## src/verilog/aaom_defs.svh

```systemverilog
// Summary of operation
// - Warm-up drive equals full scale times fraction.
// - Warm-up drives only while range is on.
// - Control input selects warm-up feedback reading.
// - Auto-off: setpoint reached zeroes output, range off.
// - Auto-off restarts whenever range switched on again.
// - Continuous: off at setpoint, on 1 K below.
// - Continuous mode never clears range by itself.
// - Power-up enable restores range on after reset.
// - Monitor output tracks scaled selected reading continuously.
// - Monitor mode always enabled, ignores all-off command.
// - Monitor input none or A to D, default none.
// - Monitor units kelvin, Celsius, sensor; default kelvin.
// - Polarity selects unipolar or bipolar span.
// - Bipolar: negative endpoint gives negative full scale.
// - Unipolar: zero endpoint gives zero output.
// - Positive endpoint gives positive full scale.
// - Defaults unipolar, endpoints 0 K, 0 K, 1000 K.
// - Endpoint writes outside selected unit range rejected.
`ifndef AAOM_DEFS_SVH
`define AAOM_DEFS_SVH

// ----------------------------------------------------------------
// Register offsets
// ----------------------------------------------------------------
`define AAOM_CTRL_OFS        8'h00
`define AAOM_WARM_PCT_OFS    8'h04
`define AAOM_SETPOINT_OFS    8'h08
`define AAOM_MON_NEG_OFS     8'h0c
`define AAOM_MON_ZERO_OFS    8'h10
`define AAOM_MON_POS_OFS     8'h14
`define AAOM_MANUAL_OFS      8'h18
`define AAOM_STATUS_OFS      8'h1c
`define AAOM_CMD_OFS         8'h20

// ----------------------------------------------------------------
// Control register fields
// ----------------------------------------------------------------
`define AAOM_CTRL_MODE_LSB   0
`define AAOM_CTRL_CONT_BIT   2
`define AAOM_CTRL_BIPOL_BIT  3
`define AAOM_CTRL_RANGE_BIT  4
`define AAOM_CTRL_INPUT_LSB  5
`define AAOM_CTRL_UNIT_LSB   8
`define AAOM_CMD_ALLOFF_BIT  0

// ----------------------------------------------------------------
// Reset values and limits (readings in thousandths of a unit)
// ----------------------------------------------------------------
`define AAOM_WARM_PCT_RST    7'h64
`define AAOM_WARM_PCT_MAX    7'h64
`define AAOM_SETPOINT_RST    32'sh0004_93e0
`define AAOM_MON_NEG_RST     32'sh0000_0000
`define AAOM_MON_ZERO_RST    32'sh0000_0000
`define AAOM_MON_POS_RST     32'sh000f_4240
`define AAOM_HYST_MK         32'sh0000_03e8
`define AAOM_CELSIUS_OFS     32'sh0004_2afe
`define AAOM_K_MIN           32'sh0000_0000
`define AAOM_K_MAX           32'sh0098_9676
`define AAOM_C_MIN           32'shfffb_d502
`define AAOM_C_MAX           32'sh0094_6b78
`define AAOM_S_MIN           32'shfffe_7960
`define AAOM_S_MAX           32'sh0098_9680

// ----------------------------------------------------------------
// Output codes and timing
// ----------------------------------------------------------------
`define AAOM_CODE_POS_FS     16'sh7fff
`define AAOM_CODE_NEG_FS     16'sh8001
`define AAOM_SPAN_UNI        17'h0_7fff
`define AAOM_SPAN_BI         17'h0_fffe
`define AAOM_DIV_STEPS       6'h30
`define AAOM_INIT_WAIT       2'h2

`endif

```

## src/verilog/aaom_pkg.sv

```systemverilog
package aaom_pkg;

   typedef logic signed [31:0] aaom_val_t;

   typedef enum logic [1:0]
   {
      AAOM_MODE_OFF     = 2'b00,
      AAOM_MODE_MONITOR = 2'b01,
      AAOM_MODE_OPEN    = 2'b10,
      AAOM_MODE_WARMUP  = 2'b11
   } aaom_mode_t;

   typedef enum logic [1:0]
   {
      AAOM_UNIT_K      = 2'b00,
      AAOM_UNIT_C      = 2'b01,
      AAOM_UNIT_SENSOR = 2'b10
   } aaom_unit_t;

   typedef enum logic [2:0]
   {
      AAOM_IN_NONE = 3'b000,
      AAOM_IN_A    = 3'b001,
      AAOM_IN_B    = 3'b010,
      AAOM_IN_C    = 3'b011,
      AAOM_IN_D    = 3'b100
   } aaom_input_t;

   typedef enum logic [1:0]
   {
      AAOM_ST_IDLE = 2'b00,
      AAOM_ST_DIV  = 2'b01,
      AAOM_ST_DONE = 2'b10
   } aaom_state_t;

   typedef struct packed
   {
      aaom_val_t [3:0] kelvin;
      aaom_val_t [3:0] sensor;
   } aaom_read_t;

   typedef struct packed
   {
      aaom_unit_t  unit;
      aaom_input_t input_sel;
      logic        range_on;
      logic        bipolar;
      logic        continuous;
      aaom_mode_t  output_mode_command;
   } aaom_ctrl_t;

endpackage : aaom_pkg

```

## src/verilog/aaom_core.sv

```systemverilog
// Decided for this implementation: the APB interface to the registers and the address map.
`timescale 1ns/1ps
`include "aaom_defs.svh"

module aaom_core
(
   input  wire logic                clk,
   input  wire logic                arst_n,
   input  wire logic                psel,
   input  wire logic                penable,
   input  wire logic                pwrite,
   input  wire logic [7:0]          paddr,
   input  wire logic [31:0]         pwdata,
   output logic [31:0]              prdata,
   output logic                     pready,
   output logic                     pslverr,
   input  wire aaom_pkg::aaom_read_t readings,
   input  wire logic                power_up_enable,
   output logic signed [15:0]       dac_code,
   output logic                     output_active
);
   import aaom_pkg::*;

   // ----------------------------------------------------------------
   // Declarations
   // ----------------------------------------------------------------
   aaom_ctrl_t        ctrl_reg;
   logic [6:0]        warm_pct_reg;
   aaom_val_t         setpoint_reg;
   aaom_val_t         mon_neg_reg;
   aaom_val_t         mon_zero_reg;
   aaom_val_t         mon_pos_reg;
   logic signed [15:0] manual_reg;
   logic [31:0]       prdata_reg;
   logic              pready_reg;
   logic              pslverr_reg;
   logic              warm_on_reg;
   logic              pue_meta_reg;
   logic              pue_sync_reg;
   logic [1:0]        init_cnt_reg;
   logic              init_done_reg;
   aaom_state_t       state_reg;
   logic [47:0]       num_reg;
   logic [32:0]       rem_reg;
   logic [31:0]       den_reg;
   logic [5:0]        step_reg;
   logic signed [15:0] mon_code_reg;
   logic signed [15:0] dac_code_reg;
   logic              active_reg;

   logic              setup_phase;
   logic              wr_commit;
   logic              wr_ok;
   logic              addr_ok;
   logic [31:0]       rd_value;
   aaom_ctrl_t        ctrl_wr;
   logic              range_set;
   logic              all_off;
   logic              auto_off_hit;
   aaom_val_t         fb_k;
   aaom_val_t         mon_rd;
   logic signed [32:0] lo_s;
   logic signed [32:0] hi_s;
   logic signed [32:0] den_s;
   logic signed [32:0] diff_s;
   logic [31:0]       diff_c;
   logic [16:0]       span;
   logic signed [15:0] bottom_code;
   logic [48:0]       prod;
   logic [32:0]       rem_sh;
   logic signed [16:0] q_sum;
   logic [15:0]       warm_code;

   // ----------------------------------------------------------------
   // Helpers
   // ----------------------------------------------------------------
   function automatic aaom_val_t pick_reading(input aaom_read_t rd, input aaom_unit_t u,
                                              input aaom_input_t sel);
      aaom_val_t v;
      v = '0;
      case (sel)
         AAOM_IN_A : v = (u == AAOM_UNIT_SENSOR) ? rd.sensor[0] : rd.kelvin[0];
         AAOM_IN_B : v = (u == AAOM_UNIT_SENSOR) ? rd.sensor[1] : rd.kelvin[1];
         AAOM_IN_C : v = (u == AAOM_UNIT_SENSOR) ? rd.sensor[2] : rd.kelvin[2];
         AAOM_IN_D : v = (u == AAOM_UNIT_SENSOR) ? rd.sensor[3] : rd.kelvin[3];
         default   : v = '0;
      endcase
      if (u == AAOM_UNIT_C)
      begin
         v = v - `AAOM_CELSIUS_OFS;
      end
      return v;
   endfunction : pick_reading

   function automatic logic value_legal(input aaom_val_t v, input aaom_unit_t u);
      logic ok;
      ok = 1'b0;
      case (u)
         AAOM_UNIT_K      : ok = (v >= `AAOM_K_MIN) && (v <= `AAOM_K_MAX);
         AAOM_UNIT_C      : ok = (v >= `AAOM_C_MIN) && (v <= `AAOM_C_MAX);
         AAOM_UNIT_SENSOR : ok = (v >= `AAOM_S_MIN) && (v <= `AAOM_S_MAX);
         default          : ok = 1'b0;
      endcase
      return ok;
   endfunction : value_legal

   // ----------------------------------------------------------------
   // APB slave
   // ----------------------------------------------------------------
   assign setup_phase = psel && !penable;
   assign wr_commit   = psel && penable && pready_reg && pwrite && !pslverr_reg;
   assign ctrl_wr     = aaom_ctrl_t'(pwdata[9:0]);

   always_comb
   begin
      addr_ok = 1'b1;
      wr_ok   = 1'b1;
      case (paddr)
         `AAOM_WARM_PCT_OFS : wr_ok = (pwdata[31:7] == 25'h0) && (pwdata[6:0] <= `AAOM_WARM_PCT_MAX);
         `AAOM_SETPOINT_OFS : wr_ok = value_legal(aaom_val_t'(pwdata), AAOM_UNIT_K);
         `AAOM_MON_NEG_OFS,
         `AAOM_MON_ZERO_OFS,
         `AAOM_MON_POS_OFS  : wr_ok = value_legal(aaom_val_t'(pwdata), ctrl_reg.unit);
         `AAOM_CTRL_OFS     : wr_ok = (ctrl_wr.unit != 2'b11) && (ctrl_wr.input_sel <= AAOM_IN_D);
         `AAOM_MANUAL_OFS,
         `AAOM_CMD_OFS      : wr_ok = 1'b1;
         `AAOM_STATUS_OFS   : wr_ok = 1'b0;
         default            : addr_ok = 1'b0;
      endcase
   end

   always_comb
   begin
      case (paddr)
         `AAOM_CTRL_OFS     : rd_value = {22'h0, ctrl_reg};
         `AAOM_WARM_PCT_OFS : rd_value = {25'h0, warm_pct_reg};
         `AAOM_SETPOINT_OFS : rd_value = setpoint_reg;
         `AAOM_MON_NEG_OFS  : rd_value = mon_neg_reg;
         `AAOM_MON_ZERO_OFS : rd_value = mon_zero_reg;
         `AAOM_MON_POS_OFS  : rd_value = mon_pos_reg;
         `AAOM_MANUAL_OFS   : rd_value = {16'h0, manual_reg};
         `AAOM_STATUS_OFS   : rd_value = {13'h0, (state_reg != AAOM_ST_IDLE), warm_on_reg,
                                          active_reg, dac_code_reg};
         default            : rd_value = 32'h0;
      endcase
   end

   always_ff @(posedge clk or negedge arst_n)
   begin
      if (!arst_n)
      begin
         pready_reg  <= 1'b0;
         pslverr_reg <= 1'b0;
         prdata_reg  <= 32'h0;
      end
      else if (setup_phase)
      begin
         pready_reg  <= 1'b1;
         pslverr_reg <= !addr_ok || (pwrite && !wr_ok);
         prdata_reg  <= pwrite ? 32'h0 : rd_value;
      end
      else
      begin
         pready_reg  <= 1'b0;
         pslverr_reg <= 1'b0;
      end
   end

   assign pready  = pready_reg;
   assign pslverr = pready_reg && pslverr_reg;
   assign prdata  = prdata_reg;

   // ----------------------------------------------------------------
   // Configuration registers
   // ----------------------------------------------------------------
   always_ff @(posedge clk or negedge arst_n)
   begin
      if (!arst_n)
      begin
         warm_pct_reg <= `AAOM_WARM_PCT_RST;
         setpoint_reg <= `AAOM_SETPOINT_RST;
         mon_neg_reg  <= `AAOM_MON_NEG_RST;
         mon_zero_reg <= `AAOM_MON_ZERO_RST;
         mon_pos_reg  <= `AAOM_MON_POS_RST;
         manual_reg   <= 16'sh0000;
      end
      else if (wr_commit)
      begin
         case (paddr)
            `AAOM_WARM_PCT_OFS : warm_pct_reg <= pwdata[6:0];
            `AAOM_SETPOINT_OFS : setpoint_reg <= aaom_val_t'(pwdata);
            `AAOM_MON_NEG_OFS  : mon_neg_reg  <= aaom_val_t'(pwdata);
            `AAOM_MON_ZERO_OFS : mon_zero_reg <= aaom_val_t'(pwdata);
            `AAOM_MON_POS_OFS  : mon_pos_reg  <= aaom_val_t'(pwdata);
            `AAOM_MANUAL_OFS   : manual_reg   <= pwdata[15:0];
            default            : manual_reg   <= manual_reg;
         endcase
      end
   end

   // ----------------------------------------------------------------
   // Power-up enable capture
   // ----------------------------------------------------------------
   always_ff @(posedge clk or negedge arst_n)
   begin
      if (!arst_n)
      begin
         pue_meta_reg  <= 1'b0;
         pue_sync_reg  <= 1'b0;
         init_cnt_reg  <= 2'h0;
         init_done_reg <= 1'b0;
      end
      else
      begin
         pue_meta_reg <= power_up_enable;
         pue_sync_reg <= pue_meta_reg;
         if (init_cnt_reg != `AAOM_INIT_WAIT)
         begin
            init_cnt_reg <= init_cnt_reg + 2'h1;
         end
         init_done_reg <= (init_cnt_reg == `AAOM_INIT_WAIT);
      end
   end

   // ----------------------------------------------------------------
   // Control register and range setting
   // ----------------------------------------------------------------
   assign all_off   = wr_commit && (paddr == `AAOM_CMD_OFS) && pwdata[`AAOM_CMD_ALLOFF_BIT];
   assign range_set = wr_commit && (paddr == `AAOM_CTRL_OFS) && ctrl_wr.range_on
                      && (ctrl_wr.output_mode_command != AAOM_MODE_MONITOR);
   assign fb_k      = pick_reading(readings, AAOM_UNIT_K, ctrl_reg.input_sel);
   assign auto_off_hit = (ctrl_reg.output_mode_command == AAOM_MODE_WARMUP) && !ctrl_reg.continuous
                         && ctrl_reg.range_on && (ctrl_reg.input_sel != AAOM_IN_NONE)
                         && (fb_k >= setpoint_reg);

   always_ff @(posedge clk or negedge arst_n)
   begin
      if (!arst_n)
      begin
         ctrl_reg.output_mode_command <= AAOM_MODE_OFF;
         ctrl_reg.continuous          <= 1'b1;
         ctrl_reg.bipolar             <= 1'b0;
         ctrl_reg.range_on            <= 1'b0;
         ctrl_reg.input_sel           <= AAOM_IN_NONE;
         ctrl_reg.unit                <= AAOM_UNIT_K;
      end
      else
      begin
         if (wr_commit && (paddr == `AAOM_CTRL_OFS))
         begin
            ctrl_reg.output_mode_command <= ctrl_wr.output_mode_command;
            ctrl_reg.continuous          <= ctrl_wr.continuous;
            ctrl_reg.bipolar             <= ctrl_wr.bipolar;
            ctrl_reg.input_sel           <= ctrl_wr.input_sel;
            ctrl_reg.unit                <= ctrl_wr.unit;
         end
         if (range_set)
         begin
            ctrl_reg.range_on <= 1'b1;
         end
         else if (wr_commit && (paddr == `AAOM_CTRL_OFS))
         begin
            ctrl_reg.range_on <= 1'b0;
         end
         else if (all_off)
         begin
            ctrl_reg.range_on <= 1'b0;
         end
         else if (auto_off_hit)
         begin
            ctrl_reg.range_on <= 1'b0;
         end
         else if (!init_done_reg && (init_cnt_reg == `AAOM_INIT_WAIT) && pue_sync_reg)
         begin
            ctrl_reg.range_on <= 1'b1;
         end
         if (ctrl_reg.output_mode_command == AAOM_MODE_MONITOR)
         begin
            ctrl_reg.range_on <= 1'b0;
         end
      end
   end

   // ----------------------------------------------------------------
   // Warm-up switching
   // ----------------------------------------------------------------
   always_ff @(posedge clk or negedge arst_n)
   begin
      if (!arst_n)
      begin
         warm_on_reg <= 1'b0;
      end
      else if (range_set && !ctrl_reg.range_on)
      begin
         warm_on_reg <= 1'b1;
      end
      else if (!ctrl_reg.range_on || (ctrl_reg.input_sel == AAOM_IN_NONE))
      begin
         warm_on_reg <= 1'b0;
      end
      else if (ctrl_reg.range_on && !init_done_reg)
      begin
         warm_on_reg <= 1'b1;
      end
      else if (warm_on_reg && (fb_k >= setpoint_reg))
      begin
         warm_on_reg <= 1'b0;
      end
      else if (!warm_on_reg && ctrl_reg.continuous && (fb_k <= setpoint_reg - `AAOM_HYST_MK))
      begin
         warm_on_reg <= 1'b1;
      end
   end

   assign warm_code = 16'((32'(warm_pct_reg) * 32'(`AAOM_CODE_POS_FS)) / 32'd100);

   // ----------------------------------------------------------------
   // Monitor scaling
   // ----------------------------------------------------------------
   assign mon_rd      = pick_reading(readings, ctrl_reg.unit, ctrl_reg.input_sel);
   assign lo_s        = ctrl_reg.bipolar ? 33'(mon_neg_reg) : 33'(mon_zero_reg);
   assign hi_s        = 33'(mon_pos_reg);
   assign den_s       = hi_s - lo_s;
   assign diff_s      = 33'(mon_rd) - lo_s;
   assign span        = ctrl_reg.bipolar ? `AAOM_SPAN_BI : `AAOM_SPAN_UNI;
   assign bottom_code = ctrl_reg.bipolar ? `AAOM_CODE_NEG_FS : 16'sh0000;
   assign diff_c      = (diff_s < 0) ? 32'h0 : ((diff_s > den_s) ? den_s[31:0] : diff_s[31:0]);
   assign prod        = 49'(diff_c) * 49'(span);
   assign rem_sh      = {rem_reg[31:0], num_reg[47]};
   assign q_sum       = 17'(bottom_code) + 17'(num_reg[15:0]);

   always_ff @(posedge clk or negedge arst_n)
   begin
      if (!arst_n)
      begin
         state_reg    <= AAOM_ST_IDLE;
         num_reg      <= 48'h0;
         rem_reg      <= 33'h0;
         den_reg      <= 32'h0;
         step_reg     <= 6'h0;
         mon_code_reg <= 16'sh0000;
      end
      else
      begin
         case (state_reg)
            AAOM_ST_IDLE :
            begin
               if (ctrl_reg.output_mode_command == AAOM_MODE_MONITOR)
               begin
                  if (ctrl_reg.input_sel == AAOM_IN_NONE)
                  begin
                     mon_code_reg <= 16'sh0000;
                  end
                  else if (den_s <= 0)
                  begin
                     mon_code_reg <= (33'(mon_rd) >= hi_s) ? `AAOM_CODE_POS_FS : bottom_code;
                  end
                  else
                  begin
                     num_reg   <= prod[47:0];
                     rem_reg   <= 33'h0;
                     den_reg   <= den_s[31:0];
                     step_reg  <= 6'h0;
                     state_reg <= AAOM_ST_DIV;
                  end
               end
            end
            AAOM_ST_DIV :
            begin
               if (rem_sh >= {1'b0, den_reg})
               begin
                  rem_reg <= rem_sh - {1'b0, den_reg};
                  num_reg <= {num_reg[46:0], 1'b1};
               end
               else
               begin
                  rem_reg <= rem_sh;
                  num_reg <= {num_reg[46:0], 1'b0};
               end
               step_reg <= step_reg + 6'h1;
               if (step_reg == `AAOM_DIV_STEPS - 6'h1)
               begin
                  state_reg <= AAOM_ST_DONE;
               end
            end
            AAOM_ST_DONE :
            begin
               mon_code_reg <= q_sum[15:0];
               state_reg    <= AAOM_ST_IDLE;
            end
            default :
            begin
               state_reg <= AAOM_ST_IDLE;
            end
         endcase
      end
   end

   // ----------------------------------------------------------------
   // Output selection
   // ----------------------------------------------------------------
   always_ff @(posedge clk or negedge arst_n)
   begin
      if (!arst_n)
      begin
         dac_code_reg <= 16'sh0000;
         active_reg   <= 1'b0;
      end
      else
      begin
         case (ctrl_reg.output_mode_command)
            AAOM_MODE_MONITOR :
            begin
               dac_code_reg <= mon_code_reg;
               active_reg   <= 1'b1;
            end
            AAOM_MODE_WARMUP :
            begin
               dac_code_reg <= (ctrl_reg.range_on && warm_on_reg) ? warm_code : 16'sh0000;
               active_reg   <= ctrl_reg.range_on && warm_on_reg;
            end
            AAOM_MODE_OPEN :
            begin
               if (!ctrl_reg.range_on)
               begin
                  dac_code_reg <= 16'sh0000;
               end
               else if (!ctrl_reg.bipolar && manual_reg[15])
               begin
                  dac_code_reg <= 16'sh0000;
               end
               else if (manual_reg == 16'sh8000)
               begin
                  dac_code_reg <= `AAOM_CODE_NEG_FS;
               end
               else
               begin
                  dac_code_reg <= manual_reg;
               end
               active_reg <= ctrl_reg.range_on;
            end
            default :
            begin
               dac_code_reg <= 16'sh0000;
               active_reg   <= 1'b0;
            end
         endcase
      end
   end

   assign dac_code      = dac_code_reg;
   assign output_active = active_reg;

endmodule : aaom_core

```

## config.mk

```make
export PLATFORM = sky130hd
export DESIGN_NAME = aaom_core
export DESIGN_NICKNAME = d
export VERILOG_FILES = /design/src/verilog/aaom_pkg.sv /design/src/verilog/aaom_core.sv
export VERILOG_INCLUDE_DIRS = /design/src /design/src/verilog
export SDC_FILE = /design/constraint.sdc
export NUM_CORES = 2
export LEC_CHECK = 0
export BUFFER_PORTS_ARGS = -buffer_cell sky130_fd_sc_hd__buf_2
export CORE_MARGIN = 2
export CORE_UTILIZATION = 45
export CTS_BUF_LIST = sky130_fd_sc_hd__clkbuf_4 sky130_fd_sc_hd__clkbuf_8 sky130_fd_sc_hd__clkbuf_16
export CTS_CLUSTER_SIZE = 8
export DETAILED_ROUTE_END_ITERATION = 10
export PLACE_DENSITY = 0.65
export SLEW_MARGIN = 20
export SYNTH_ARGS = -nofsm -noshare
export SYNTH_HDL_FRONTEND = slang
export SYNTH_SLANG_ARGS = --single-unit
```

## constraint.sdc

```tcl
create_clock -name clk -period 19.15 [get_ports clk]
set_clock_uncertainty 0.2 [all_clocks]
set_input_delay 0.9575 -clock clk [delete_from_list [all_inputs] [get_ports clk]]
set_output_delay 0.9575 -clock clk [all_outputs]
set_load 0.02 [all_outputs]
```

==> impl_metrics.yaml <==
run_status:
  status: "completed"
critical_path:
  endpoint_kind: "register"
  path_class: "register to register"
  critPathMaxStageDelay_ns: 0.58
  path_max_fanout: 25
  critPathRequiredTime_ns: 19.41
  critPathTopFamily: "compound AO/OA/AOI/OAI gates"
  cp-start-kind: "register"
  critPathBufInv: 9
  worst_ep_arrival_time_ns: 18.32
  slowest_stage: "fa_1"
synth:
  yosysUniqueCellTypes: 108
  yosys_most_used_dff: "dfrtp_1"
  async_flop_share: 1.00
  yosys_warnings: 0
  ys_seq_area_frac: 0.207
  synth_edf_count: 0
  syn-num-nets: 5867
  synthAdderAreaFrac: 0.275
  synthXorXnorAreaFrac: 0.0409
  synthCells: 4837
  yosys.area.top_type: "dfrtp_1"
  yosys.area_share.simple: 0.136
  synth_compound_area_frac: 0.187
  synth_top_family_by_area: "adder cells"
  yosys.area.top_type_share: 0.196
  ys_seq_elements: 354
  avgSynthCellArea_um2: 8.86
  synth.area.mux_share: 0.0837
  synthTopCellsByArea: "dfrtp_1, fa_1, ha_1, mux2_2, inv_1"
  netlist_area_um2: 42900
cells_and_area:
  syn_to_final_growth_pct: 12.8
  drive_gt1_frac: 0.178
  largest_reg_flops: 48
  finalNetCount: 6189
worst_hold_path:
  hp-class: "input port to async pin"
floorplan:
  ios: 353
  core_area_um2: 94700
  die_h_um: 313
  rows: 113
  die-width_um: 313
  design.die.area_um2: 97800
  initial_utilization: 0.453
clock_tree:
  cts_sinks: 354
  clk_latency_ns: 0.62
  cts-root-buf: "clkbuf_16"
  cts_buffers: 51
  cts_buffer_depth: 3
  clkTransAtPathRegs_ns: 0.05
  htreeDepth: 2
  tritoncts: "done"
timing:
  whs_ns: 0.147
  slew_headroom: 0.301
  slew_violations: 0
  tightest_slew_ns: 1.05
  fmax_ghz: 0.0554
  tns_ns: 0
  min_period_ns: 18.06
  setup_viol: 0
  finalHoldViolations: 0
  layout_worst_path_cycle_share: 0.943
place:
  io_buffers: 352
  gp_congestion: 0.993
  dp_hpwl_mm: 113
detailed_routing:
  drc: 0
  vias: 37621
  vias_per_cell: 5.81
  final_antenna_net_count: 0
  first_pass_iters: 7
  dr.first_iter.drc_count: 3521
  wire_per_inst_um: 21.6
  routed_wl_mm: 140
grt:
  grt_pass1_vias: 36609
  grt_max_degree: 94
  grt_usage: 0.283
  antenna_found_initial: 10
  gr-total-overflow: 0
  grt_pass1_wl_mm: 216
flow_run:
  max_cap_viol_count: 0
[per-stage QoR]
step	util	instance area, um^2	setup WS, ns	cells
global route	0.510	48400	-0.127	6468
CTS	0.507	48000	0.0476	6445
finish	0.511	48400	1.09	6472
floorplan	-	42900	0.0156	4837
detailed placement	0.489	46300	-0.257	6352
global placement	0.489	46300	-0.0240	6352
[worst reg2reg max path, delay by kind of cell (launching register included)]
family          cells  cell delay, ns
buf+inv             9            1.37
xor+xnor            3            0.61
fa+ha+maj           9            4.09
flops               1            0.50
simple gates       14            1.96
mux                 2            0.52
compound gates     52            8.61
[logic make-up after synthesis]
kind of cell	after synthesis
AO/OA/AOI/OAI	1221
AND/OR/NAND/NOR	1211
buffers and inverters	796
adder cells (fa/ha/maj)	732
flip-flops	354
multiplexers	330
XOR/XNOR	193
[repair_timing]
| item | CTS | global route |
|---|---|---|
| cloned | 0 | 1 |
| buffers inserted | 0 | 18 |
| endpoints found under the setup margin | 4 | 19 |
| resized for setup | 3 | 73 |
| pin swaps | 0 | 16 |
| hold buffers | 0 | 0 |
[synthesized netlist by cell type, types with 68 or more instances]
cell / number
a21o_1: 92
a21oi_1: 292
a22oi_1: 78
clkbuf_1: 160
dfrtp_1: 335
fa_1: 350
ha_1: 378
inv_1: 597
mux2_2: 222
mux2i_1: 105
nand2_1: 327
nand3_1: 68
nand4_1: 69
nor2_1: 352
o21ai_0: 308
xnor2_1: 125
[per-layer routing]
metal	vias up	share of wire	global-route usage
li1	17583	-	-
met1	18457	0.44	0.395
met2	1361	0.46	0.450
met3	220	0.078	0.0545
met4	0	0.029	0.0736
met5	-	0	0
[placed cells by master, fill, tap and decap left out, drive strengths merged, types with 18 or more instances in the layout]
cell    instances
a31oi          50
a22o           49
nand2         327
and3           30
xnor2         127
ha            378
a222oi         38
dfrtp         335
a22oi          79
mux2          225
a221oi         18
a21boi         33
or2            20
clkbuf         90
nand2b         51
nor3           65
and2           56
buf           467
a211oi         21
dfstp          19
nor2b          49
inv           598
a21oi         295
o21a           26
o21bai         38
nand3          71
nor2          355
mux2i         105
o211ai         30
fa            350
nor4           29
xor2           63
nand4          70
o21ai         325
a21o           92
or3            45
[cell type report]
class	count	area, um^2
Sequential cell	354	8890
Clock inverter	4	71.3
Timing Repair Buffer	468	2710
Clock buffer	89	1590
Antenna cell	8	20.0
Tap cell	1265	1580
Inverter	597	2240
Fill cell	9050	46400
Multi-Input combinational cell	3687	31300
[path summary, 6_finish.rpt]
path                              endpoint    startpoint  slack [ns]  depth (start not counted)
setup / recovery               num_reg[47]   ctrl_reg[6]        1.09                         89
max in group asynchronous      ctrl_reg[3]        arst_n       16.22                          3
hold / removal             mon_pos_reg[26]        arst_n        0.15                          1
hold reg to reg               pue_sync_reg  pue_meta_reg        0.16                          0
min in group clk              pue_sync_reg  pue_meta_reg        0.16                          0
setup reg to reg               num_reg[47]   ctrl_reg[6]        1.09                         89
Power is left out: the tool's default activity adds up to more than one toggle a clock period on the data nets, which glitch-free logic cannot reach.
